File: config.mk
export PLATFORM = sky130hd
export DESIGN_NAME = imp_top
export DESIGN_NICKNAME = d
export VERILOG_FILES = /design/src/rtl/imp_top_unused_placeholder_removed.sv /design/src/rtl/imp_pkg.sv /design/src/rtl/imp_top.sv
export SDC_FILE = /design/constraint.sdc
export NUM_CORES = 1
export LEC_CHECK = 0
export BUFFER_PORTS_ARGS = -buffer_cell sky130_fd_sc_hd__buf_2
export CAP_MARGIN = 20
export CORE_MARGIN = 2
export CORE_UTILIZATION = 53
export DETAILED_ROUTE_END_ITERATION = 6
export PLACE_DENSITY = 0.87
export SLEW_MARGIN = 10
export SYNTH_ARGS = -nofsm -noshare
export SYNTH_HDL_FRONTEND = slang
export SYNTH_SLANG_ARGS = --single-unit
File: constraint.sdc
create_clock -name pclk -period 2.85 [get_ports pclk]
set_clock_uncertainty 0.05 [all_clocks]
set_input_delay 0.285 -clock pclk [delete_from_list [all_inputs] [get_ports pclk]]
set_output_delay 0.285 -clock pclk [all_outputs]
set_load 0.005 [all_outputs]
File: src/rtl/imp_top_unused_placeholder_removed.sv
// intentionally empty companion file holding no logic
`timescale 1ns/1ps
`default_nettype none
`default_nettype wire

File: src/rtl/imp_pkg.sv
// package: register map, field layout and exception codes of the interrupt block
package imp_pkg;
   // ==========================================================
   // register addresses
   localparam logic [31:0] ADDR_SYS_CTRL = 32'hffb00000;
   localparam logic [31:0] ADDR_MASK = 32'hffb00030;
   localparam logic [31:0] ADDR_MASKED = 32'hffb00034;
   localparam logic [31:0] ADDR_RAW = 32'hffb00038;
   localparam logic [31:0] ADDR_DMA_BASE = 32'hff900014;
   localparam logic [31:0] DMA_STRIDE = 32'h00000020;
   localparam int DMA_STRIDE_LOG2 = 5;
   // ==========================================================
   // reset values and writable bits
   localparam logic [31:0] MASK_RESET = 32'h00000000;
   localparam logic [31:0] MASK_WRITABLE = 32'hfffff07f;
   // ==========================================================
   // status bit positions
   localparam int BIT_DMA_TOP = 31;
   localparam int BIT_EXT_TOP = 21;
   localparam int BIT_ETH_RX = 17;
   localparam int BIT_ETH_TX = 16;
   localparam int BIT_SER_TOP = 15;
   localparam int BIT_WATCHDOG = 6;
   localparam int BIT_TIMER1 = 5;
   localparam int BIT_TIMER2 = 4;
   localparam int BIT_PIN_TOP = 3;
   localparam int NUM_DMA_SRC = 10;
   // ==========================================================
   // dma pending flags, top nibble of a channel status word
   localparam int DMA_FLAG_LSB = 28;
   localparam int DMA_FLAGS = 4;
   // ==========================================================
   // watchdog response select in the system control word
   localparam int WD_SEL_LSB = 22;
   localparam logic [1:0] WD_SEL_RESET_VAL = 2'h0;
   localparam logic [1:0] WD_NORMAL = 2'h0;
   localparam logic [1:0] WD_FAST = 2'h1;
   localparam logic [1:0] WD_SYS_RESET = 2'h2;
   // ==========================================================
   // exceptions taken by the core, in fixed priority order
   typedef enum logic [2:0] {
      EXC_NONE,
      EXC_RESET,
      EXC_DABORT,
      EXC_FAST,
      EXC_NORMAL,
      EXC_PABORT,
      EXC_UNDEF,
      EXC_TRAP
   } imp_exc_e;
endpackage

File: src/rtl/imp_top.sv
// interrupt mask, status views, fast/normal routing and exception priority
//
// Contract
// - mask bit gates source onto normal line
// - raw status shows active requests not routed to the fast line or to reset
// - masked status equals raw AND mask
// - normal line is OR of masked
// - status registers read-only, writes ignored
// - no latching here except the dma pending flags; other sources hold causes
// - upper status half bit layout
// - lower status half bit layout
// - only timers and watchdog drive fast
// - fast preempts normal in service
// - fast disable flag, not set by user
// - sample synchronized fast low at instruction end
// - fixed exception priority order
// - undefined and trap never together
// - abort with fast: abort, then fast
// - dma channel holds four pending flags
// - write one clears dma flag
// - dma status registers at stride offsets
// - watchdog selects normal, fast or reset
//
// Implementation choice: the APB register port.
`timescale 1ns/1ps
`default_nettype none
module imp_top
   import imp_pkg::*;
#(
   parameter int NUM_DMA_CH = 13,
   parameter int NUM_ETH_SUB = 4
) (
   input wire logic pclk,
   input wire logic presetn,
   input wire logic psel,
   input wire logic penable,
   input wire logic pwrite,
   input wire logic [31:0] paddr,
   input wire logic [31:0] pwdata,
   output logic [31:0] prdata,
   output logic pready,
   output logic pslverr,
   input wire logic [4*NUM_DMA_CH-1:0] dma_event,
   input wire logic [3:0] external_host_port_req,
   input wire logic ethernet_port_rx_req,
   input wire logic ethernet_port_tx_req,
   input wire logic [3:0] serial_req,
   input wire logic watchdog_expired,
   input wire logic timer1_req,
   input wire logic timer2_req,
   input wire logic timer1_fast,
   input wire logic timer2_fast,
   input wire logic port_pin_three,
   input wire logic [1:0] port_pin_mid,
   input wire logic port_pin_zero,
   output logic normal_irq,
   output logic fast_irq_n,
   output logic watchdog_sys_reset,
   input wire logic core_reset_req,
   input wire logic data_abort,
   input wire logic prefetch_abort,
   input wire logic undef_instr,
   input wire logic software_trap,
   input wire logic instr_end,
   input wire logic user_mode,
   input wire logic normal_disable,
   input wire logic fd_write,
   input wire logic fd_wdata,
   input wire logic fast_return,
   output logic fast_disable,
   output logic exc_take,
   output imp_exc_e exc_code
);
   // ==========================================================
   // elaboration checks
   if (NUM_DMA_CH - NUM_ETH_SUB + 1 != NUM_DMA_SRC) begin : g_bad_dma
      $error("dma channel count does not fit the ten dma status bits");
   end

   // ==========================================================
   // apb decode
   logic setup;
   logic wr_access;
   logic [31:0] dma_off;
   logic dma_hit;
   logic [31:0] dma_idx;
   logic [31:0] wd_mask_reg;
   logic [1:0] wd_sel_reg;
   logic [31:0] raw;
   logic [31:0] masked;
   logic [DMA_FLAGS-1:0] dma_pend [NUM_DMA_CH];

   assign setup = psel && !penable;
   assign wr_access = psel && penable && pwrite;
   assign pready = 1'b1;
   // dma status words repeat at a fixed stride from the base
   assign dma_off = paddr - ADDR_DMA_BASE;
   assign dma_idx = dma_off >> DMA_STRIDE_LOG2;
   assign dma_hit = (dma_off[DMA_STRIDE_LOG2-1:0] == '0) && (dma_idx < NUM_DMA_CH);

   // ==========================================================
   // interrupt enable mask, bits eleven to seven held at zero
   always_ff @(posedge pclk or negedge presetn) begin
      if (!presetn) begin
         wd_mask_reg <= MASK_RESET;
      end else if (wr_access && paddr == ADDR_MASK) begin
         wd_mask_reg <= pwdata & MASK_WRITABLE;
      end
   end

   // watchdog response select held in the system control word
   always_ff @(posedge pclk or negedge presetn) begin
      if (!presetn) begin
         wd_sel_reg <= WD_SEL_RESET_VAL;
      end else if (wr_access && paddr == ADDR_SYS_CTRL) begin
         wd_sel_reg <= pwdata[WD_SEL_LSB+1:WD_SEL_LSB];
      end
   end

   // ==========================================================
   // dma pending flags: event sets, write one clears, set wins
   for (genvar c = 0; c < NUM_DMA_CH; c++) begin : g_dma
      logic [DMA_FLAGS-1:0] pend_reg;
      logic [DMA_FLAGS-1:0] clr;
      assign clr = (wr_access && dma_hit && dma_idx == c) ?
                   pwdata[DMA_FLAG_LSB+DMA_FLAGS-1:DMA_FLAG_LSB] : '0;
      always_ff @(posedge pclk or negedge presetn) begin
         if (!presetn) begin
            pend_reg <= '0;
         end else begin
            pend_reg <= (pend_reg & ~clr) | dma_event[DMA_FLAGS*c +: DMA_FLAGS];
         end
      end
      assign dma_pend[c] = pend_reg;
   end

   // dma sources: ethernet receive sub-channels share the first bit
   logic [NUM_DMA_SRC-1:0] dma_src;
   always_comb begin
      dma_src = '0;
      for (int c = 0; c < NUM_DMA_CH; c++) begin
         if (c < NUM_ETH_SUB) begin
            dma_src[0] = dma_src[0] | (|dma_pend[c]);
         end else begin
            dma_src[c-NUM_ETH_SUB+1] = |dma_pend[c];
         end
      end
   end

   // ==========================================================
   // raw status: sources routed to the fast line do not show here
   logic wd_normal;
   logic wd_fast;
   logic t1_normal;
   logic t2_normal;
   assign wd_normal = watchdog_expired && wd_sel_reg == WD_NORMAL;
   assign wd_fast = watchdog_expired && wd_sel_reg == WD_FAST;
   assign watchdog_sys_reset = watchdog_expired && wd_sel_reg == WD_SYS_RESET;
   assign t1_normal = timer1_req && !timer1_fast;
   assign t2_normal = timer2_req && !timer2_fast;

   // plain wiring of the source levels, nothing latched here
   always_comb begin
      raw = '0;
      for (int k = 0; k < NUM_DMA_SRC; k++) begin
         raw[BIT_DMA_TOP-k] = dma_src[k];
      end
      raw[BIT_EXT_TOP -: 4] = external_host_port_req;
      raw[BIT_ETH_RX] = ethernet_port_rx_req;
      raw[BIT_ETH_TX] = ethernet_port_tx_req;
      raw[BIT_SER_TOP -: 4] = serial_req;
      raw[BIT_WATCHDOG] = wd_normal;
      raw[BIT_TIMER1] = t1_normal;
      raw[BIT_TIMER2] = t2_normal;
      raw[BIT_PIN_TOP -: 4] = {port_pin_three, port_pin_mid, port_pin_zero};
   end

   assign masked = raw & wd_mask_reg;
   assign normal_irq = |masked;
   assign fast_irq_n = !(wd_fast || (timer1_req && timer1_fast) ||
                         (timer2_req && timer2_fast));

   // ==========================================================
   // read data captured in setup so it stands through the access phase
   always_ff @(posedge pclk or negedge presetn) begin
      if (!presetn) begin
         prdata <= '0;
         pslverr <= 1'b0;
      end else if (setup) begin
         pslverr <= 1'b0;
         prdata <= '0;
         if (paddr == ADDR_MASK) begin
            prdata <= wd_mask_reg;
         end else if (paddr == ADDR_MASKED) begin
            prdata <= masked;
         end else if (paddr == ADDR_RAW) begin
            prdata <= raw;
         end else if (paddr == ADDR_SYS_CTRL) begin
            prdata[WD_SEL_LSB+1:WD_SEL_LSB] <= wd_sel_reg;
         end else if (dma_hit) begin
            prdata[DMA_FLAG_LSB+DMA_FLAGS-1:DMA_FLAG_LSB] <= dma_pend[dma_idx];
         end else begin
            pslverr <= 1'b1;
         end
      end
   end

   // ==========================================================
   // core side: fast request synchroniser
   logic fast_meta_reg;
   logic fast_sync_reg;
   always_ff @(posedge pclk or negedge presetn) begin
      if (!presetn) begin
         fast_meta_reg <= 1'b1;
         fast_sync_reg <= 1'b1;
      end else begin
         fast_meta_reg <= fast_irq_n;
         fast_sync_reg <= fast_meta_reg;
      end
   end

   // fast disable flag: set on reset and fast entry, user writes ignored
   logic fd_reg;
   logic take_fast;
   always_ff @(posedge pclk or negedge presetn) begin
      if (!presetn) begin
         fd_reg <= 1'b1;
      end else if (take_fast) begin
         fd_reg <= 1'b1;
      end else if (fast_return) begin
         fd_reg <= 1'b0;
      end else if (fd_write && !user_mode) begin
         fd_reg <= fd_wdata;
      end
   end
   assign fast_disable = fd_reg;

   // ==========================================================
   // exception priority resolver
   logic fast_ok;
   logic normal_ok;
   logic in_fast_reg;
   logic chain_reg;
   imp_exc_e exc_next;
   assign fast_ok = !fd_reg && !fast_sync_reg;
   // normal is held off while a fast handler runs; fast preempts normal
   assign normal_ok = !normal_disable && normal_irq && !in_fast_reg;

   always_comb begin
      exc_next = EXC_NONE;
      if (chain_reg) begin
         exc_next = EXC_FAST;
      end else if (instr_end) begin
         if (core_reset_req) begin
            exc_next = EXC_RESET;
         end else if (data_abort) begin
            exc_next = EXC_DABORT;
         end else if (fast_ok) begin
            exc_next = EXC_FAST;
         end else if (normal_ok) begin
            exc_next = EXC_NORMAL;
         end else if (prefetch_abort) begin
            exc_next = EXC_PABORT;
         end else if (undef_instr) begin
            exc_next = EXC_UNDEF;
         end else if (software_trap) begin
            exc_next = EXC_TRAP;
         end
      end
   end
   assign take_fast = exc_next == EXC_FAST;

   // abort taken with an enabled fast request chains into fast entry
   always_ff @(posedge pclk or negedge presetn) begin
      if (!presetn) begin
         chain_reg <= 1'b0;
      end else begin
         chain_reg <= instr_end && !core_reset_req && data_abort && fast_ok;
      end
   end

   // fast handler occupancy
   always_ff @(posedge pclk or negedge presetn) begin
      if (!presetn) begin
         in_fast_reg <= 1'b0;
      end else if (take_fast) begin
         in_fast_reg <= 1'b1;
      end else if (fast_return) begin
         in_fast_reg <= 1'b0;
      end
   end

   // registered exception report
   always_ff @(posedge pclk or negedge presetn) begin
      if (!presetn) begin
         exc_take <= 1'b0;
         exc_code <= EXC_NONE;
      end else begin
         exc_take <= exc_next != EXC_NONE;
         exc_code <= exc_next;
      end
   end
endmodule
`default_nettype wire

== Word-level counts from Yosys, hierarchy flattened ==
Index checks and enable logic that the tools add are counted.
Word-level totals
  register bits: 123
  bits in read-only memories: 0
  bits of input ports: 151
  logic and storage cells: 200
  RAM bits: 0
  memories: 0
  bits in latches: 0
Operators by class
  mux-type cells: 44
  bitwise operators: 44
  $add $sub $neg: 1
  reduce and logical (&&, ||, !) cells: 66
  equality and inequality tests: 19
  $lt $le $gt $ge: 2
  multiply operators: 0
  shift operators: 0
  divide/modulo/power cells: 0
Operators by type and width (number)
  27-bit by 4-bit == test with 1-bit output, second input constant: 5
  32-bit == test, second input constant: 4
  27-bit by 3-bit == test with 1-bit output, second input constant: 4
  4-bit 2-to-1 mux: 19
  32-bit 2-to-1 mux: 2
  27-bit by 2-bit == test with 1-bit output, second input constant: 2
  4-bit AND: 13
  4-bit NOT: 13
  4-bit bitwise OR: 13
  4-bit OR reduction: 13
  1-bit logical AND: 34
  33-bit by 5-bit >= comparator with 1-bit output, second input constant: 1
  27-bit NOT with 33-bit output: 1
  32-bit AND: 1
  32-bit logical NOT: 1
  32-bit OR reduction: 1
  32-bit subtractor, second input constant: 1
  27-bit by 1-bit == test with 1-bit output, second input constant: 1
  27-bit by 4-bit < comparator with 1-bit output, second input constant: 1
  3-bit 2-to-1 mux: 9
  22-bit 2-to-1 mux: 1
  4-bit binary-select mux with 4-bit select: 1
  1-bit logical NOT: 10
  1-bit 2-to-1 mux: 10
  other kinds (10): 15

== Depth between registers and ports, before layout ==
Gate-level depths: netlist (run 1).
  depth in word-level cells: 16
  gate-level depth with buffers: 10
  gate-level depth less buffers: 7

== Worst setup path before layout (run 1) ==
Ideal clock, no wire load.
  kind: input -> register
  start point: in paddr[5]
  end point: reg g_dma[10].pend_reg[0]
  path buffers: 3
  data arrival time: 2602 ps
  required time: 2682 ps
  slack: 80 ps
  cell stages on the path: 10
  library setup time: 118 ps
  cell sequence: bufbuf_16 > nor2_1 > nand3_1 > o41ai_1 > mux2_2 > nor3_1 > clkbuf_1 > buf_1 > nand4_1 > a21o_1
Between the ends
  cells in the longest elaborated chain, start to end: 9
  elaborated cells between the ends (all ways): 10
Ends and longest elaborated chain
  start: declaration: RTL line imp_top.sv:38  | input wire logic [31:0] paddr,
  32-bit subtractor *: RTL line imp_top.sv:97  | assign dma_off = paddr - ADDR_DMA_BASE;
  27-bit by 4-bit < comparator with 1-bit output: RTL line imp_top.sv:99  | assign dma_hit = (dma_off[DMA_STRIDE_LOG2-1:0] == '0) && (dma_idx < NUM_DMA_CH);
  1-bit logical AND: RTL line imp_top.sv:99
  1-bit logical AND: RTL line imp_top.sv:125  | assign clr = (wr_access && dma_hit && dma_idx == c) ?
  1-bit logical AND *: RTL line imp_top.sv:125
  4-bit 2-to-1 mux *: RTL line imp_top.sv:125
  4-bit NOT *: RTL line imp_top.sv:131  | pend_reg <= (pend_reg & ~clr) | dma_event[DMA_FLAGS*c +: DMA_FLAGS];
  4-bit AND *: RTL line imp_top.sv:131
  4-bit bitwise OR *: RTL line imp_top.sv:131
  end signal: assignment: RTL line imp_top.sv:131
  end: declaration: RTL line imp_top.sv:123  | logic [DMA_FLAGS-1:0] pend_reg;
Every way passes the cells marked *; elsewhere a longest branch is shown, timed or not.
A chain may end at the register's enable or synchronous reset.

== Worst setup path in the final report (run 1) ==
  start point: reg g_dma[12].pend_reg[2]
  end point: out normal_irq
Between the ends
  cells in the longest elaborated chain, start to end: 3
Ends and longest elaborated chain
  start: declaration: RTL line imp_top.sv:123
  start signal: assignment: RTL line imp_top.sv:131
  4-bit OR reduction: RTL line imp_top.sv:145  | dma_src[c-NUM_ETH_SUB+1] = |dma_pend[c];
  32-bit AND: RTL line imp_top.sv:178  | assign masked = raw & wd_mask_reg;
  32-bit OR reduction: RTL line imp_top.sv:179  | assign normal_irq = |masked;
  end: declaration: RTL line imp_top.sv:56  | output logic normal_irq,
No other way between the ends.

==> results of run 1 <==
==> critical path: stages, from the launching register on <==
cell,delay [ns]
dfrtp_1,0.41
or4_1,0.62
a22o_1,0.28
nor4_1,0.37
nand3_1,0.15
buf_2,0.15
==> routing by layer <==
layer	vias to the layer above	part of all wire, %	track usage [%]
met2	382	50	52.6
met3	59	8.9	8.64
li1	3112	-	-
met1	3222	38	37.0
met5	-	0.062	0
met4	2	3.0	11.2
==> per-stage QoR <==
step | hold slack [ns] | cells | util, %
after global placement | 0.243 | 1043 | 63.3
after CTS | 0.000122 | 1114 | 71.6
after detailed placement | 0.243 | 1043 | 63.3
after global routing | 0.000572 | 1115 | 71.7
final | 0.00841 | 1115 | 71.7
after floorplan | -0.0606 | 717 | -
==> layout make-up <==
type	count	area (um^2)	share of cell area (%)
multi-input cells	538	3680	40.5
flip-flops and latches	118	2960	32.6
repair buffers	245	1530	16.8
clock buffers	21	470	5.18
well taps	172	215	2.37
clock inverters	11	196	2.16
inverters	10	37.5	0.413
==> cells in the final DEF, fill, tap and decap left out, types with 6 or more instances in the layout <==
cell,count
dlygate4sd3_1,40
and2_1,18
o21ai_0,30
a21o_1,52
mux2_4,20
nand2_1,63
nor2_1,22
dfrtp_1,115
inv_1,10
buf_4,22
nor4_1,12
clkbuf_16,17
nand3_1,45
a32oi_1,15
or4_1,10
conb_1,6
mux2i_1,33
a21oi_1,39
nand2b_1,18
buf_2,180
mux2_2,9
nor2b_1,7
nand4_1,32
o31ai_1,9
a22oi_1,10
nor3_1,16
mux4_2,6
==> cell families after synthesis <==
logic type                share of synthesized area, %
muxes                                             12.5
AOI/OAI and AO/OA                                 19.0
DFF                                               42.7
xor gates and xnor gates                         0.379
and+or+nand+nor                                   20.7
buffers and inverters                             4.66
other                                            0.108
==> final timing paths <==
path / endpoint / startpoint / slack, ns / cells after the start
max: normal_irq / g_dma[12].pend_reg[2] / 0.12 / 5
min: g_dma[10].pend_reg[0] / dma_event[40] / 0.008 / 2
max reg2reg: exc_take / g_dma[12].pend_reg[2] / 0.33 / 6
min reg2reg: fast_sync_reg / fast_meta_reg / 0.31 / 0
max in group asynchronous: fast_disable / presetn / 1.59 / 3
min in group asynchronous: prdata[2] / presetn / 0.34 / 2
==> power by group <==
part	internal (W)	switching (W)
Combinational	0.000209	0.000262
Clock	0.00162	0.000768
Sequential	0.00170	0.0000124
Total	0.00353	0.00104
==> timing repair <==
| action | 4_1_cts | 5_1_grt |
|---|---|---|
| endpoints found under the hold margin | 77 | 1 |
| hold buffers | 39 | 1 |
| gates resized for setup | 0 | 0 |
==> reports/metrics.yaml, run 1 <==
global_routing:
  grt_pass1_vias: 6599
  grt_usage_pct: 30.8
  antenna_found_initial: 1
  grt_max_degree: 80
  grt_overflow_total: 0
  grt_pass1_wl_um: 33900
placement:
  dpl_cell_area_mm2: 0.00802
  hpwl_um: 15100
  numPortBuffers: 181
  place_congestion: 0.972
  dp_worst_setup_slack_ns: 0.0683
yosys:
  synth_most_common_cell: "dfrtp_1"
  ys_top_cells_by_count: "115 x dfrtp_1, 63 x nand2_1, 52 x a21o_1, 45 x nand3_1, 39 x a21oi_1"
  ys_ff_latch: 118
  synth_edf_count: 0
  syn_inst: 713
  syn_area_mm2: 0.00693
  ys_async_sr_fraction_pct: 100
  synth_top_area_share_pct: 41.5
  ys.flop_type: "dfrtp_1"
  synth_cell_type_count: 68
  ys_seq_area_share_pct: 42.7
  yosys-top-cells-area: "dfrtp_1 42%, a21o_1 5.6%, mux2i_1 4.8%"
  avgSynthCellArea_um2: 9.71
  yosysWarnings: 0
  yosysTopAreaCell: "dfrtp_1"
setup_path:
  crit_path_max_fanout: 3
  worstSetupPathType: "reg2out"
  crit_arrival_ns: 2.40
  start_kind: "flip-flop"
  end_kind: "output port"
  cp.required_ns: 2.52
floorplan:
  io_pins: 193
  num_rows: 41
  start_util_pct: 54.7
  die_h_um: 118
  core_mm2: 0.0127
  die_area_mm2: 0.0140
  die_x_um: 118
routing:
  viasPerCell: 6.08
  drt_iter0_markers: 839
  drc: 0
  dr_total_vias: 6777
  route.detailed.wl_per_inst_um: 18.9
  wirelength_um: 21100
  dr.pass1.iters: 5
  drtAntennaViolNets: 0
power:
  ir_drop_v: 0.000631
  p_per_area_mw_per_mm2: 504
  p_leak_nw: 3.94
  total_power_w: 0.00457
timing:
  maxSlewHeadroom_pct: 37.6
  hold_violations: 0
  timing.setup.tns_ns: 0
  tightest_slew_ns: 0.936
  finalSetupViolCount: 0
  finalCriticalPeriod_ns: 2.73
  rsz0062_at_grt: "no"
  setup_ws_ns: 0.117
  timing.fmax_ghz: 0.366
  fin_crit_sh_pct: 95.9
  drv_slew: 0
finish:
  drive_gt1_share_pct: 30.5
  post-route-cell-area_mm2: 0.00908
  nNetsFinal: 1081
  n_fill_cell: 959
  synthToLayoutAreaGrowth_pct: 31.1
  largest_reg_flops: 52
  n_antenna_cell: 0
cts:
  numCtsBuffers: 17
  cts_tree: "done"
  clk_latency_ns: 0.42
  cts_max_level: 4
  cts_buffer_depth: 2
  postCtsSetupRepairBufs: 0
  cts-root-buf: "clkbuf_16"
  clk_pin_slew_ns: 0.05
  cts_num_sinks: 118
min_path:
  min_path_type: "in2reg"
outcome:
  status: "complete, no violations"
run:
  cap_violations: 0
No activity file was read; power rests on OpenSTA's default activity.
==> run 2, diff against run 1 <==
Settings changed: PLACE_DENSITY 0.87 to 0.81.
==> run 2 against run 1 <==
  * Worst hold slack got worse by 0.0016 ns
  * First-iteration DRC count decreased by 0.60%
  * Global-route usage up 0.99 points
  * Clock power is 6% lower
  * Via count increased by 1.8%
  * Count of clock-buffer cells in the layout did not move
  * Combinational power up 2%
  * Cell area grew 0.61%
  * Setup slack gained 0.12 ns
  * Final cell count up 0.81%
  * Largest cell class unchanged
  * Highest routed layer is now met4
==> reports/metrics.yaml, run 2 (synthesis results as in run 1) <==
setup_path:
  crit_path_max_fanout: 4
  worstSetupPathType: "reg2out"
  cp_slowest_cell: "or4_1"
  path_cells: "or4_1 -> a22o_1 -> nor4_2 -> nand3_1 -> buf_2"
  cp.required_ns: 2.52
  start_kind: "flip-flop"
  end_kind: "output port"
  crit_buf_inv: 1
  crit_arrival_ns: 2.27
  crit_family: "simple AND/OR/NAND/NOR gates"
  slowest_delay_ns: 0.63
timing:
  timing.fmax_ghz: 0.383
  drv_slew: 0
  finalSetupViolCount: 0
  maxSlewHeadroom_pct: 36.6
  fin_crit_sh_pct: 91.6
  tightest_slew_ns: 0.951
  rsz0062_at_grt: "no"
  hold_violations: 0
  timing.setup.tns_ns: 0
  finalCriticalPeriod_ns: 2.61
routing:
  viasPerCell: 6.14
  dr_total_vias: 6898
  drc: 0
  drt_iter0_markers: 834
  dr.pass1.iters: 7
  wirelength_um: 21800
  drtAntennaViolNets: 0
  route.detailed.wl_per_inst_um: 19.4
cts:
  cts_num_sinks: 118
  numCtsBuffers: 17
  cts_tree: "done"
  cts_buffer_depth: 2
  cts_max_level: 4
  clk_latency_ns: 0.42
  clk_pin_slew_ns: 0.05
  cts-root-buf: "clkbuf_16"
global_routing:
  grt_usage_pct: 31.8
  grt_max_degree: 58
  grt_use_met3_pct: 7.34
  grt_use_met2_pct: 53.2
  grt_overflow_total: 0
  busiest_layer: "met2"
  gr-usage-met1_pct: 39.0
  antenna_found_initial: 0
  grt_pass1_vias: 6812
  grt_pass1_wl_um: 34800
run:
  cap_violations: 0
floorplan:
  num_rows: 41
  die_area_mm2: 0.0140
  die_h_um: 118
  die_x_um: 118
  start_util_pct: 54.7
  io_pins: 193
  core_mm2: 0.0127
finish:
  n_fill_cell: 932
  drive_gt1_share_pct: 30.8
  largest_reg_flops: 52
  final_cell_mix: "180 x buf_2, 115 x dfrtp_1, 63 x nand2_1"
  n_antenna_cell: 0
  post-route-cell-area_mm2: 0.00914
  final_common_cell: "buf_2"
  synthToLayoutAreaGrowth_pct: 31.9
  nNetsFinal: 1090
power:
  p_leak_nw: 3.97
  ir_drop_v: 0.000598
  p_per_area_mw_per_mm2: 486
min_path:
  min_path_type: "in2reg"
outcome:
  status: "complete, no violations"
placement:
  hpwl_um: 15100
  place_congestion: 0.939
  numPortBuffers: 181
  dpl_cell_area_mm2: 0.00803
[run 2: cell count changes in the layout (fill, tap and decap cells not counted), sizes merged]
cell         previous run  this run
buf                   205       207
bufinv                  5         3
clkinv                  1         4
clkinvlp                5         4
dlygate4sd3            40        47
[run 2: routing by layer]
metal | routed length (um) | vias up | part of all wire (%)
met5 | 0 | - | 0
met4 | 775 | 0 | 3.6
met3 | 1700 | 66 | 7.8
met2 | 10800 | 386 | 49
met1 | 8520 | 3315 | 39
li1 | - | 3131 | -
[run 2: worst register-to-register path: stages, from the launching register on]
cell and delay, ns:
dfrtp_1 0.43, or4_1 0.63, a22o_1 0.24, nor4_2 0.30, a311oi_1 0.21, nor4_1 0.31, o211ai_1 0.11
[run 2: path summary, 6_finish.rpt]
check | startpoint | to | slack [ns] | cells past startpoint
worst max-delay path | g_dma[9].pend_reg[0] | normal_irq | 0.24 | 5
worst min-delay path | dma_event[40] | g_dma[10].pend_reg[0] | 0.007 | 2
worst max register to register | g_dma[9].pend_reg[0] | exc_take | 0.42 | 6
worst min register to register | fast_meta_reg | fast_sync_reg | 0.30 | 0
max in group asynchronous | presetn | g_dma[0].pend_reg[0] | 1.57 | 3
min in group asynchronous | presetn | prdata[15] | 0.42 | 2
[run 2: final cells by class]
cell class	count	area, um^2	area share [%]
Clock inverter	11	148	1.62
Inverter	10	37.5	0.411
Sequential cell	118	2960	32.4
Clock buffer	21	480	5.26
Multi-Input combinational cell	538	3690	40.4
Tap cell	172	215	2.36
Timing Repair Buffer	254	1610	17.6
[run 2: repair_timing]
item	4_1_cts	5_1_grt
setup endpoints to repair	0	1
resized for setup	0	1
buffers inserted	0	0
hold buffers	47	0
endpoints found under the hold margin	98	0
[run 2: power breakdown]
group | internal [W] | switching (W) | total (W)
Clock | 0.00146 | 0.000784 | 0.00225
Sequential | 0.00170 | 0.0000132 | 0.00171
Combinational | 0.000216 | 0.000266 | 0.000482
Total | 0.00338 | 0.00106 | 0.00445
[run 2: per-stage QoR]
| stage | util, % | total power (W) | hold slack, ns | std cells | setup WS [ns] |
|---|---|---|---|---|---|
| global route | 72.1 | 0.00460 | 0.00803 | 1124 | 0.0993 |
| global placement | 63.4 | 0.00216 | 0.297 | 1045 | 0.108 |
| floorplan | - | 0.00194 | -0.0606 | 717 | 0.0795 |
| finish | 72.1 | 0.00445 | 0.00684 | 1124 | 0.240 |
| CTS | 72.1 | 0.00445 | 0.0000532 | 1124 | 0.117 |
| detailed placement | 63.4 | 0.00217 | 0.301 | 1045 | 0.0795 |
